==> src/logic/hbridge_pkg.sv <==
// package for the brushed dc h-bridge control logic
// assumes a single 10 MHz control clock
package hbridge_pkg;

    localparam int CLK_HZ = 10000000;
    localparam int DEAD_NS = 150;
    localparam int DEAD_MAX_NS = 750;
    localparam int BLANK_US = 5;
    localparam int OFF_US = 35;
    localparam int OCP_OFF_US = 142;
    localparam int OCP_ON_US = 5;
    localparam int FLT_NS = 2000;
    localparam int DIAG_KHZ = 90;

    // least times round up, longest round down
    localparam int DEAD_CYC = (DEAD_NS * (CLK_HZ / 1000000) + 999) / 1000;
    localparam int BLANK_CYC = BLANK_US * (CLK_HZ / 1000000);
    localparam int OFF_CYC = OFF_US * (CLK_HZ / 1000000);
    localparam int OCP_OFF_CYC = OCP_OFF_US * (CLK_HZ / 1000000);
    localparam int OCP_ON_CYC = OCP_ON_US * (CLK_HZ / 1000000);
    localparam int FLT_CYC = FLT_NS * (CLK_HZ / 1000000) / 1000;
    localparam int DIAG_HALF_CYC = CLK_HZ / (DIAG_KHZ * 1000 * 2);

    localparam logic [1:0] RESET_DIR = 2'h0;

    typedef enum logic [1:0] {
        BR_COAST = 2'h0,
        BR_FWD = 2'h1,
        BR_REV = 2'h2,
        BR_BRAKE = 2'h3
    } bridge_t;

    typedef enum logic [2:0] {
        ST_OFF = 3'h0,
        ST_DEAD = 3'h1,
        ST_ON = 3'h3,
        ST_CHOP = 3'h2,
        ST_OCP = 3'h6
    } state_t;

    // four switches of the bridge
    typedef struct packed {
        logic highA;
        logic lowA;
        logic highB;
        logic lowB;
    } switches_t;

    // synchronised analog and supply flags
    typedef struct packed {
        logic currentLimit;
        logic overcurrent;
        logic thermal;
        logic uvMain;
        logic uvLogic;
        logic uvPump;
    } flags_t;

endpackage : hbridge_pkg

==> src/logic/brush_dc_hbridge_control.sv <==
// control logic of a full-bridge brushed dc motor driver
// assumes comparator and detector flags arrive asynchronously to mclk
//
// What this block does
// - both inputs low: all switches off
// - a high, b low: highA, lowB on
// - a low, b high: lowA, highB on
// - both high: both lows on, highs off
// - dead time before complementary switch on
// - fixed off-time for limit and overcurrent
// - blank limit compare after switch-on
// - limit reached: drive off 35 us
// - overcurrent: off 142 us
// - any undervoltage disables all outputs
// - fault output high when driving normally
// - fault output pulses 90 kHz in off-time
// - fault output low on undervoltage_lockout, ocp, thermal
// - low-pass filter on direction inputs
// - off-time drops high side, slow decay
// - overcurrent: all off, then resume
`default_nettype none

module brush_dc_hbridge_control
    import hbridge_pkg::*;
#(
    parameter int FILTER_CYC = FLT_CYC
) (
    input wire logic mclk,
    input wire logic reset,
    input wire logic dirInputA,
    input wire logic dirInputB,
    input wire flags_t senseFlags,
    output switches_t bridgeSwitches,
    output logic faultIndicator
);

    typedef struct packed {
        logic [2:0] syncA;
        logic [2:0] syncB;
        flags_t syncF1;
        flags_t syncF2;
        logic [1:0] dirFilt;
        logic [7:0] filtCnt;
        bridge_t applied;
        state_t state;
        logic [10:0] timer;
        logic [7:0] diagCnt;
        logic diagTog;
        switches_t sw;
        logic fault;
    } regs_t;

    regs_t r_q;
    regs_t r_d;

    // switch pattern of a bridge state; chop drops the high side
    function automatic switches_t decode(input bridge_t b, input logic chop);
        switches_t s;
        s = '0;
        case (b)
            BR_FWD: begin
                s.highA = ~chop;
                s.lowB = 1'b1;
            end
            BR_REV: begin
                s.lowA = 1'b1;
                s.highB = ~chop;
            end
            BR_BRAKE: begin
                s.lowA = 1'b1;
                s.lowB = 1'b1;
            end
            default: s = '0;
        endcase
        return s;
    endfunction : decode

    // timer load so that a timed state lasts exactly n cycles
    function automatic logic [10:0] span(input int n);
        return 11'(n - 1);
    endfunction : span

    // supply or thermal trouble stops the bridge outright
    function automatic logic halted(input flags_t f);
        return f.uvMain | f.uvLogic | f.uvPump | f.thermal;
    endfunction : halted

    logic haltAny;
    logic ocpHit;
    logic [1:0] dirRaw;
    logic [1:0] dirPrev;

    always_comb begin
        r_d = r_q;
        // two-flop synchronisers, a third stage only feeds the filter
        r_d.syncA = {r_q.syncA[1:0], dirInputA};
        r_d.syncB = {r_q.syncB[1:0], dirInputB};
        r_d.syncF1 = senseFlags;
        r_d.syncF2 = r_q.syncF1;
        dirRaw = {r_q.syncB[1], r_q.syncA[1]};
        dirPrev = {r_q.syncB[2], r_q.syncA[2]};
        haltAny = halted(r_q.syncF2);
        ocpHit = r_q.syncF2.overcurrent && r_q.state != ST_OCP && r_q.state != ST_OFF;

        // input must stay stable FILTER_CYC cycles to be accepted
        if (dirRaw == r_q.dirFilt) begin
            r_d.filtCnt = '0;
        end else if (dirRaw != dirPrev) begin
            // a fresh level restarts the count, so mixed noise never adds up
            r_d.filtCnt = 8'h01;
        end else if (r_q.filtCnt >= 8'(FILTER_CYC - 1)) begin
            r_d.filtCnt = '0;
            r_d.dirFilt = dirRaw;
        end else begin
            r_d.filtCnt = r_q.filtCnt + 8'h01;
        end

        // one shared down-counter times every timed state
        if (r_q.timer != '0) begin
            r_d.timer = r_q.timer - 11'h001;
        end

        case (r_q.state)
            ST_OFF: begin
                // waiting for a non-coast command
                if (bridge_t'(r_q.dirFilt) != BR_COAST) begin
                    r_d.applied = bridge_t'(r_q.dirFilt);
                    r_d.state = ST_DEAD;
                    r_d.timer = span(DEAD_CYC);
                end
            end
            ST_DEAD: begin
                // all switches off before any switch turns on
                if (r_q.timer == '0) begin
                    r_d.state = ST_ON;
                    r_d.timer = span(BLANK_CYC);
                end
            end
            ST_ON: begin
                // current limit only counts once the blank has run out
                if (bridge_t'(r_q.dirFilt) != r_q.applied) begin
                    r_d.state = ST_OFF;
                end else if (r_q.timer == '0 && r_q.syncF2.currentLimit) begin
                    r_d.state = ST_CHOP;
                    r_d.timer = span(OFF_CYC);
                end
            end
            ST_CHOP: begin
                // slow decay off-time, then dead time and drive again
                if (bridge_t'(r_q.dirFilt) != r_q.applied) begin
                    r_d.state = ST_OFF;
                end else if (r_q.timer == '0) begin
                    r_d.state = ST_DEAD;
                    r_d.timer = span(DEAD_CYC);
                end
            end
            ST_OCP: begin
                // all off for the overcurrent time, then restart from off
                if (r_q.timer == '0) begin
                    r_d.state = ST_OFF;
                end
            end
            default: r_d.state = ST_OFF;
        endcase

        // supply and thermal faults stop at once, with no timer
        if (haltAny) begin
            r_d.state = ST_OFF;
            r_d.timer = '0;
        end else if (ocpHit) begin
            // overcurrent aborts drive and a running limit off-time
            r_d.state = ST_OCP;
            r_d.timer = span(OCP_OFF_CYC);
        end

        case (r_d.state)
            ST_ON: r_d.sw = decode(r_d.applied, 1'b0);
            ST_CHOP: r_d.sw = decode(r_d.applied, 1'b1);
            ST_DEAD: r_d.sw = '0;
            ST_OCP: r_d.sw = '0;
            default: r_d.sw = '0;
        endcase

        // free-running diag oscillator, unrelated to drive timing
        if (r_q.diagCnt >= 8'(DIAG_HALF_CYC - 1)) begin
            r_d.diagCnt = '0;
            r_d.diagTog = ~r_q.diagTog;
        end else begin
            r_d.diagCnt = r_q.diagCnt + 8'h01;
        end

        // diag output: low on fault, pulses in off-time, else high
        if (haltAny || r_q.state == ST_OCP) begin
            r_d.fault = 1'b0;
        end else if (r_q.state == ST_CHOP) begin
            r_d.fault = r_q.diagTog;
        end else begin
            r_d.fault = 1'b1;
        end
    end

    // whole state in one register, cleared by reset
    always_ff @(posedge mclk or posedge reset) begin
        if (reset) begin
            r_q <= '0;
        end else begin
            r_q <= r_d;
        end
    end

    // outputs come straight from flops
    assign bridgeSwitches = r_q.sw;
    assign faultIndicator = r_q.fault;

endmodule : brush_dc_hbridge_control

`default_nettype wire

==> config.mk <==
export PLATFORM = sky130hd
export DESIGN_NAME = brush_dc_hbridge_control
export DESIGN_NICKNAME = d
export VERILOG_FILES = /design/src/logic/hbridge_pkg.sv /design/src/logic/brush_dc_hbridge_control.sv
export SDC_FILE = /design/constraint.sdc
export NUM_CORES = 1
export LEC_CHECK = 0
export ABC_CLOCK_PERIOD_IN_PS = 4800
export BUFFER_PORTS_ARGS = -buffer_cell sky130_fd_sc_hd__buf_2
export CAP_MARGIN = 10
export CORE_MARGIN = 2
export CORE_UTILIZATION = 47
export DETAILED_ROUTE_END_ITERATION = 12
export GPL_TIMING_DRIVEN = 0
export PLACE_DENSITY = 0.61
export SKIP_LAST_GASP = 1
export SLEW_MARGIN = 30
export SYNTH_ARGS = -nofsm -noshare
export SYNTH_HDL_FRONTEND = slang
export SYNTH_SLANG_ARGS = --single-unit
==> constraint.sdc <==
create_clock -name mclk -period 4.8 [get_ports mclk]
set_input_delay 0.72 -clock mclk [delete_from_list [all_inputs] [get_ports mclk]]
set_output_delay 0.72 -clock mclk [all_outputs]
set_load 0.005 [all_outputs]
# == Yosys cells after proc, flatten, opt, wreduce, memory -nomap -nowiden ==
# Cells that the tools add are included.
# totals
regBits,58
latch_bits,0
ramBits,0
rom_bits,0
in_bits,10
out_inout_bits,5
wordCells,88
memories,0
# op_classes
addsub,3
n_mul,0
div,0
magnitude_cmp,2
n_eq_ne,13
shifts,0
muxes,26
n_bitwise,6
n_reduce_logical,12
# ops
cell,count
two-way mux 14 bit,5
one-hot mux 11 bit (4 select lines),1
two-way mux 11 bit,3
two-way mux 8 bit,4
"adder 8 x 1 -> 8 bit, second input constant",2
two-way mux 16 bit,1
one-hot mux 3 bit (5 select lines),1
"== test 3 x 2 -> 1 bit, second input constant",4
logical NOT 11 bit,1
nonzero test 11 bit,1
"subtractor 11 x 1 -> 11 bit, second input constant",1
two-way mux 3 bit,3
"greater-or-equal comparator 8 x 5 -> 1 bit, second input constant",1
"greater-or-equal comparator 8 x 6 -> 1 bit, second input constant",1
one-hot mux 4 bit (2 select lines),1
two-way mux 1 bit,6
"== test 2 bit, second input constant",2
!= test 2 bit,2
OR reduction 2 bit,2
"== test 3 x 1 -> 1 bit, second input constant",1
"== test 3 bit, second input constant",1
logical AND 1 bit,3
logical NOT 3 bit,1
"!= test 3 bit, second input constant",1
9 further kinds,13

# == Longest topological paths before layout ==
# Gate-level depths: netlist (run 1).
# logic_depth
ltp_word,9
depth_mapped,10

# == Worst setup path after synthesis (run 1) ==
# Ideal clock, no wire load.
# synth_path
kind,flip-flop to flip-flop
startpoint,register r_q[14] in the netlist's numbering
endpoint,register r_q[14] in the netlist's numbering
setup_ns,0.132
t_arrival_ns,2.145
required_ns,4.668
setup_slack_ns,2.523
stages_incl_launch_ff,11
n_path_buf,1
period_less_slack_ns,2.277
cell_sequence,dfrtp_1 inv_1 ha_1 or3b_2 nor3_4 inv_2 buf_6 ha_1 o21a_1 o21ai_0 a31oi_1
# synth_rtl
element,line_no,source
start: declaration,brush_dc_hbridge_control.sv:53,regs_t r_q;
start signal: assignment,brush_dc_hbridge_control.sv:207,r_q <= r_d;

==> metrics, run 1 <==
Routability Congestion 0.849; Starting Density 0.482; DR DRC count 0; Filler Cells Inserted 507; CTS Hold Bufs 0; post-synth cell types 49; commonest non-fill, non-tap cells in the layout dfrtp_1 (58), nor2_1 (24), buf_2 (14), nand2_1 (13); GR Util met1 0.254; Core Area 5470 µm²; FF+latch count, synth 58; CP cell instances inv_1 > ha_1 > or3b_2 > nor3_4 > inv_2 > o31a_1 > o41ai_2 > a21oi_1; grt met3 use 0.0386; clock root buffer clkbuf_8; commonest non-fill, non-tap cell in the layout dfrtp_1; startpoint types flip-flop; FF/Latch Area 1450 µm²; grt total ovfl 0; cell with the largest stage delay on the worst path or3b_2; initial drt markers 112; Hold EP r_q[44]; met2 usage 0.263; CTS Sinks 58; CP Capture Type flip-flop; Worst-Margin Slew 0.778 ns; Die X 78.9 µm; I/O Buffers 14; vias per inst 5.31; crit-path max cell delay 0.55 ns; Reg-to-Reg Start r_q[14]; post-placement cell area 2840 µm²; I/O Pins 15; clk_lat worst skew 0.33 ns; Vias 1,852; Ys Warns 0; 1st-pass router iterations 4; Max Slew Vio Count 0; critical path type reg2reg; Die Y 78.9 µm; CTS Buf Count 9; Routed WL 4770 µm; commonest register cell after synthesis dfrtp_1; vias in the first global route 1,847; Tot Pwr 1.27 mW; busiest layer in global routing met2; DR WL/cell 13.7 µm; Slew Limit Headroom 0.477; antenna-violating nets left 0; Buffers & Inverters on Critical Path 2; sequential-to-total area share from yosys stat 0.550; async set-or-reset flop fraction in the synthesized netlist 1.00; power per cell area 419 nW/µm²; RSZ-0062 raised after global routing false; Hold Path Stages 0; fmax 0.389 GHz; Cell Area, Synth 2640 µm²; status finished, final reports clean; # nets final 289; Max-Cap Viols 0; synthesized area per cell 10.8 µm²; htree depth 3; Post-synth EDFFs 0; Setup TNS Final 0 ns; final setup fails 0; fin area 3030 µm²; Antenna diodes 0; DP HPWL 3360 µm; Clk pin slew, worst setup/hold paths 0.07 ns; GRT Util Overall 0.179; Area growth syn-to-layout 14.8%; Hold WC Path Type reg2reg; final number of hold-violating endpoints 0; Die ar. 6230 µm²; delay-heaviest family, CP simple AND/OR/NAND/NOR gates; area of the multi-input gates 1070 µm²; share of layout cells above drive strength 1 0.166; global-route wire length before repair 8540 µm; register-to-register setup slack 2.23 ns; clock tree buffer depth 2; worst vdd ir 0.000269 V; leakage power 1.36 nW; Reg-to-Reg End r_q[21]; worst clock skew 0.0137 ns; Hold Path Origin r_d[44]; Worst R2R Path Depth 8; Tmin final 2.57 ns; post-CTS sizing 0; final worst path period share 0.536; Worst Path Arrival 2.75 ns; largest net degree at the start of global routing 35; CTS tree built; initial antenna violation count 0; WP data required 4.97 ns; Setup Fix Bufs, Post-CTS 0; Post-Syn Instances 244; FP Rows 27; Critical Path Fanout Max 5
cells in the mapped netlist, types with 4 or more instances:
master	count	share of area
dfrtp_1	58	0.55
nor2_1	24	0.034
nand2_1	13	0.019
xor2_1	11	0.037
clkbuf_1	10	0.014
inv_1	9	0.013
nor3_1	9	0.017
xnor2_1	9	0.030
a21oi_1	8	0.015
o21ai_0	8	0.015
nand2b_1	7	0.017
nand3_1	7	0.013
nor4_1	6	0.014
ha_1	5	0.024
or3_1	5	0.012
a31oi_1	4	0.0095
buf_4	4	0.011
state kept, by name, indices dropped and copies added, names as in the netlist:
signal          cells
bridgeSwitches      4
dirPrev             2
r_q                41
faultIndicator      1
r_d                 8
dirRaw              2
routing by layer:
metal,up-vias,wire [µm],part of all wire
met5,-,0,0
met4,0,78,0.016
met3,9,187,0.039
met2,42,2200,0.46
met1,894,2310,0.48
li1,907,-,-
worst register-to-register path: stages, from the launching register on:
cell	delay (ns)
dfrtp_1	0.42
inv_1	0.07
ha_1	0.18
or3b_2	0.55
nor3_4	0.29
inv_2	0.11
o31a_1	0.32
o41ai_2	0.40
a21oi_1	0.08
through the flow:
step	cells	utilization	worst slack (ns)	hold WS, ns
after floorplan	248	-	2.52	0.331
after global placement	334	0.514	1.96	0.331
after detailed placement	335	0.518	2.24	0.336
after CTS	349	0.553	2.24	0.343
after global routing	349	0.553	2.07	0.347
final	349	0.553	2.23	0.338
kinds of logic (layout without fill, tap and decap cells):
| kind of cell | Yosys count | in the layout | share of synthesized area |
|---|---|---|---|
| simple gates | 84 | 84 | 0.172 |
| flops | 58 | 58 | 0.550 |
| compound gates | 47 | 47 | 0.125 |
| buf+inv | 26 | 55 | 0.0484 |
| xor+xnor | 20 | 20 | 0.0664 |
| fa+ha+maj | 5 | 5 | 0.0237 |
| mux | 3 | 3 | 0.0123 |
| other cells | 1 | 5 | 0.00142 |
power breakdown:
group	switching [mW]	total (mW)	internal, mW
Combinational	0.173	0.280	0.106
Sequential	0.0206	0.548	0.527
Clock	0.179	0.439	0.260
how the worst max path moves through the flow:
| stage | startpoint | to | slack [ns] | depth (start not counted) |
|---|---|---|---|---|
| floorplan | r_q[14] | r_q[14] | 2.52 | 10 |
| global placement | reset | r_q[16] | 1.96 | 2 |
| detailed placement | r_q[14] | r_q[14] | 2.24 | 10 |
| CTS | r_q[14] | r_q[21] | 2.24 | 8 |
| global route | r_q[14] | r_q[14] | 2.07 | 10 |
| finish | r_q[14] | r_q[21] | 2.23 | 8 |
final cells by class:
cell class,instances,share of cell area
Inverter,10,0.0132
Tap cell,72,0.0298
Clock buffer,11,0.0500
Buffer,16,0.0298
Timing Repair Buffer,15,0.0298
Multi-Input combinational cell,164,0.355
Clock inverter,3,0.0132
Sequential cell,58,0.480
Power figures use the tool's default switching activity.
==> run 2, diff against run 1 <==
Settings changed: ABC_CLOCK_PERIOD_IN_PS 4800 to 2600.
Clock period 4.8 ns to 2.6 ns, I/O delays scaled along.
==> run 2 against run 1 <==
Clock skew shrank 0.0011 ns. Register-to-register slack lost 2.0 ns. Clock power grew 84%. Flip-flop and latch count is the same. Highest routed layer unchanged. Total power grew 85%. Combinational power grew 86%.
==> metrics, run 2 (synthesis gave the netlist of run 1 again) <==
fmax 0.413 GHz; Hold WC Path Type in2async; Die X 78.9 µm; Tot Pwr 2.34 mW; Setup TNS Final 0 ns; share of layout cells above drive strength 1 0.172; worst vdd ir 0.000497 V; commonest non-fill, non-tap cells in the layout dfrtp_1 (58), nor2_1 (24), buf_2 (14), nand2_1 (13); status finished, final reports clean; Clk pin slew, worst setup/hold paths 0.06 ns; Core Area 5470 µm²; Slew Limit Headroom 0.458; DR DRC count 0; Critical Path Fanout Max 5; Filler Cells Inserted 507; initial drt markers 116; Worst R2R Path Depth 8; CTS Buf Count 9; CTS tree built; global-route wire length before repair 8540 µm; largest net degree at the start of global routing 35; Routability Congestion 0.849; RSZ-0062 raised after global routing false; worst clock skew 0.0126 ns; Worst Path Arrival 2.60 ns; clk_lat worst skew 0.33 ns; register-to-register setup slack 0.18 ns; Biggest register r_q; Routed WL 4790 µm; Area growth syn-to-layout 15.4%; critical path type reg2reg; clock tree buffer depth 2; Vias 1,837; leakage power 1.37 nW; initial antenna violation count 0; I/O Pins 15; final setup fails 0; DP HPWL 3360 µm; Die ar. 6230 µm²; final worst path period share 0.931; vias in the first global route 1,847; I/O Buffers 14; clock root buffer clkbuf_8; max FFs per register 41; CP Capture Type flip-flop; CTS Hold Bufs 0; Reg-to-Reg End r_q[21]; Tmin final 2.42 ns; 1st-pass router iterations 4; Max-Cap Viols 0; Max Slew Vio Count 0; Starting Density 0.482; Die Y 78.9 µm; grt total ovfl 0; Reg-to-Reg Start r_q[14]; vias per inst 5.23; Worst-Margin Slew 0.805 ns; GRT Util Overall 0.179; final number of hold-violating endpoints 0; power per cell area 768 nW/µm²; antenna-violating nets left 0; Antenna diodes 0; CTS Sinks 58; FP Rows 27; htree depth 3; commonest non-fill, non-tap cell in the layout dfrtp_1; # nets final 291; DR WL/cell 13.6 µm; WP data required 2.78 ns; startpoint types flip-flop
## run 2: power breakdown
group,internal [mW],switching (mW),leakage (nW)
registers,0.973,0.0381,0.740
clock network,0.480,0.327,0.101
logic,0.201,0.319,0.531
total,1.65,0.684,1.37
## run 2: repair_timing
action,4_1_cts,5_1_grt
endpoints found under the setup margin,0,6
buffers inserted,0,2
gates resized for setup,0,1
## run 2: layout make-up
class	count	area [µm²]	area share
sequential	58	1450	0.477
buffer	16	90.1	0.0296
multi-input combinational	164	1080	0.353
timing repair buffer	17	105	0.0345
tap	72	90.1	0.0296
clock inverter	3	40.0	0.0132
clock buffer	11	151	0.0497
inverter	10	40.0	0.0132
## run 2: how the worst max path moves through the flow
| stage | start | slack, ns | cells past startpoint | endpoint |
|---|---|---|---|---|
| floorplan | r_q[14] | 0.32 | 10 | r_q[14] |
| global placement | r_q[14] | 0.05 | 8 | r_q[21] |
| detailed placement | r_q[14] | 0.04 | 10 | r_q[14] |
| CTS | r_q[14] | 0.04 | 8 | r_q[21] |
| global route | r_q[14] | 0.02 | 10 | r_q[14] |
| finish | r_q[14] | 0.18 | 8 | r_q[21] |
## run 2: stage by stage
step	setup WS [ns]	hold slack (ns)	instance area, µm²	utilization	instances
2_1_floorplan	0.323	0.331	2650	-	248
3_3_place_gp	0.0473	0.331	2810	0.514	334
3_5_place_dp	0.0443	0.336	2840	0.518	335
4_1_cts	0.0379	0.0230	3030	0.553	349
5_1_grt	0.0176	0.0398	3040	0.556	351
6_report	0.179	0.0226	3040	0.556	351
## run 2: routing by layer
metal | vias to the layer above | share of wire | global-route usage
li1 | 909 | - | -
met1 | 884 | 0.49 | 0.254
met2 | 33 | 0.46 | 0.263
met3 | 11 | 0.033 | 0.0386
met4 | 0 | 0.017 | 0.0862
met5 | - | 0 | 0
## run 2: worst max-delay path, cell delays in order, from the launching register on
cell     delay, ns
dfrtp_1       0.42
inv_1         0.07
ha_1          0.18
or3b_4        0.44
nor3_4        0.28
inv_2         0.10
o31a_1        0.31
o41ai_2       0.39
a21oi_1       0.08
==> run 3, diff against run 2 <==
Settings changed: REMOVE_ABC_BUFFERS set to 1.
==> run 3 against run 2 <==
Worst hold slack gained 0.14 ns. Die area stayed put. Sequential power is 4% higher. Critical endpoint is now r_q[15]. Largest power group unchanged.
==> metrics, run 3 (synthesis gave the netlist of run 1 again) <==
RSZ-0062 raised after global routing false; commonest non-fill, non-tap cell in the layout dfrtp_1; WP data required 2.78 ns; worst vdd ir 0.000431 V; largest net degree at the start of global routing 39; Worst-Margin Slew 0.786 ns; Tmin final 2.43 ns; clock root buffer clkbuf_8; Reg-to-Reg Start r_q[14]; initial drt markers 127; Max Slew Vio Count 0; clk_lat worst skew 0.34 ns; fmax 0.412 GHz; Critical Path Fanout Max 13; clock tree buffer depth 2; Die Y 78.9 µm; initial antenna violation count 0; utilization after layout 0.546; # nets final 275; final setup fails 0; Final WS setup 0.172 ns; cell with the largest stage delay on the worst path or3b_4; crit-path max cell delay 0.44 ns; FP Rows 27; Hold Path Origin senseFlags[5]; vias per inst 5.23; final number of hold-violating endpoints 0; I/O Buffers 14; vias in the first global route 1,760; final worst path period share 0.934; DR WL/cell 13.8 µm; CTS Buf Count 9; critical path type reg2reg; DP HPWL 3120 µm; I/O Pins 15; Die X 78.9 µm; CTS Sinks 58; commonest non-fill, non-tap cells in the layout dfrtp_1 (58), nor2_1 (24), buf_2 (14), nand2_1 (13), clkbuf_8 (12); Worst R2R Path Depth 8; Worst Path Arrival 2.61 ns; Slew Limit Headroom 0.471; Routability Congestion 0.756; register-to-register setup slack 0.17 ns; power per cell area 796 nW/µm²; Starting Density 0.482; CTS tree built; Buffers & Inverters on Critical Path 2; delay-heaviest family, CP compound AO/OA/AOI/OAI gates; CP cell instances inv_1 > ha_1 > or3b_4 > nor3_4 > inv_2 > o31a_1 > o41ai_4 > a21oi_1; antenna-violating nets left 0; share of layout cells above drive strength 1 0.162; startpoint types flip-flop; Area growth syn-to-layout 13.4%; Final Instance Count excl. Fillers 337; Routed WL 4640 µm; Vias 1,762; Die ar. 6230 µm²; Antenna diodes 0; max FFs per register 41; Max-Cap Viols 0; Core Area 5470 µm²; Hold WC Path Type in2reg; Clk pin slew, worst setup/hold paths 0.07 ns; leakage power 1.34 nW; GRT Util Overall 0.177; pre-CTS setup slack -0.0468 ns; Tot Pwr 2.38 mW; Hold Slack 0.161 ns; CP Capture Type flip-flop; status finished, final reports clean; global-route wire length before repair 8340 µm; 1st-pass router iterations 4; Hold Path Stages 1; worst clock skew 0.0119 ns; Reg-to-Reg End r_q[15]; grt total ovfl 0; Biggest register r_q; Hold EP r_d[45]; placed cell count 319; htree depth 3; DR DRC count 0
==> run 3: changes by cell type in the layout (fill, tap and decap cells not counted) <==
cell,delta
clkbuf_8,+1
o41ai_2,-1
clkinv_4,+1
buf_6,-2
clkbuf_1,-10
o41ai_4,+1
buf_4,-5
dlygate4sd3_1,+1
==> run 3: worst max path at each step <==
stage / from / to / slack, ns / cells past startpoint
6_report: r_q[14] / r_q[15] / 0.17 / 8
5_1_grt: r_q[14] / r_q[15] / 0.02 / 8
4_1_cts: r_q[14] / r_q[15] / 0.02 / 8
3_5_place_dp: r_q[14] / r_q[15] / -0.05 / 8
3_3_place_gp: r_q[14] / r_q[15] / -0.03 / 8
2_1_floorplan: r_q[14] / r_q[15] / 0.32 / 8
==> run 3: area by class of cell <==
cell class | count | area [µm²]
multi-input combinational | 164 | 1090
clock inverter | 4 | 48.8
tap | 72 | 90.1
clock buffer | 12 | 165
sequential | 58 | 1450
inverter | 10 | 40.0
fill | 500 | 2480
timing repair buffer | 17 | 108
==> run 3: worst register-to-register path, cell delays in order (launching register included) <==
cell and delay, ns:
dfrtp_1 0.42, inv_1 0.08, ha_1 0.18, or3b_4 0.44, nor3_4 0.23, inv_2 0.15
o31a_1 0.36, o41ai_4 0.34, a21oi_1 0.07
==> run 3: report_power, final <==
| group | leakage (nW) | internal (mW) | switching, mW |
|---|---|---|---|
| logic | 0.490 | 0.183 | 0.269 |
| registers | 0.740 | 0.973 | 0.0786 |
| clock network | 0.112 | 0.519 | 0.357 |
| total | 1.34 | 1.68 | 0.704 |
==> run 3: layer usage <==
metal | track usage | wire (µm) | vias to the layer above | share of wire
li1 | - | - | 882 | -
met1 | 0.246 | 2260 | 841 | 0.49
met2 | 0.251 | 2080 | 33 | 0.45
met3 | 0.0625 | 215 | 6 | 0.046
met4 | 0.0793 | 80 | 0 | 0.017
met5 | 0 | 0 | - | 0
==> run 3: stage by stage <==
step | setup TNS (ns) | instance area (µm²)
CTS | 0 | 2980
detailed placement | -0.0834 | 2750
finish | 0 | 2990
floorplan | 0 | 2560
global route | 0 | 2990
global placement | -0.0613 | 2720
==> run 3: repair_timing <==
action                     CTS  global route
hold buffers                 1             0
hold endpoints to repair    20             0
pin swaps                    1             0
resized for setup            0             2
setup endpoints to repair    2             3
setup buffers                1             0
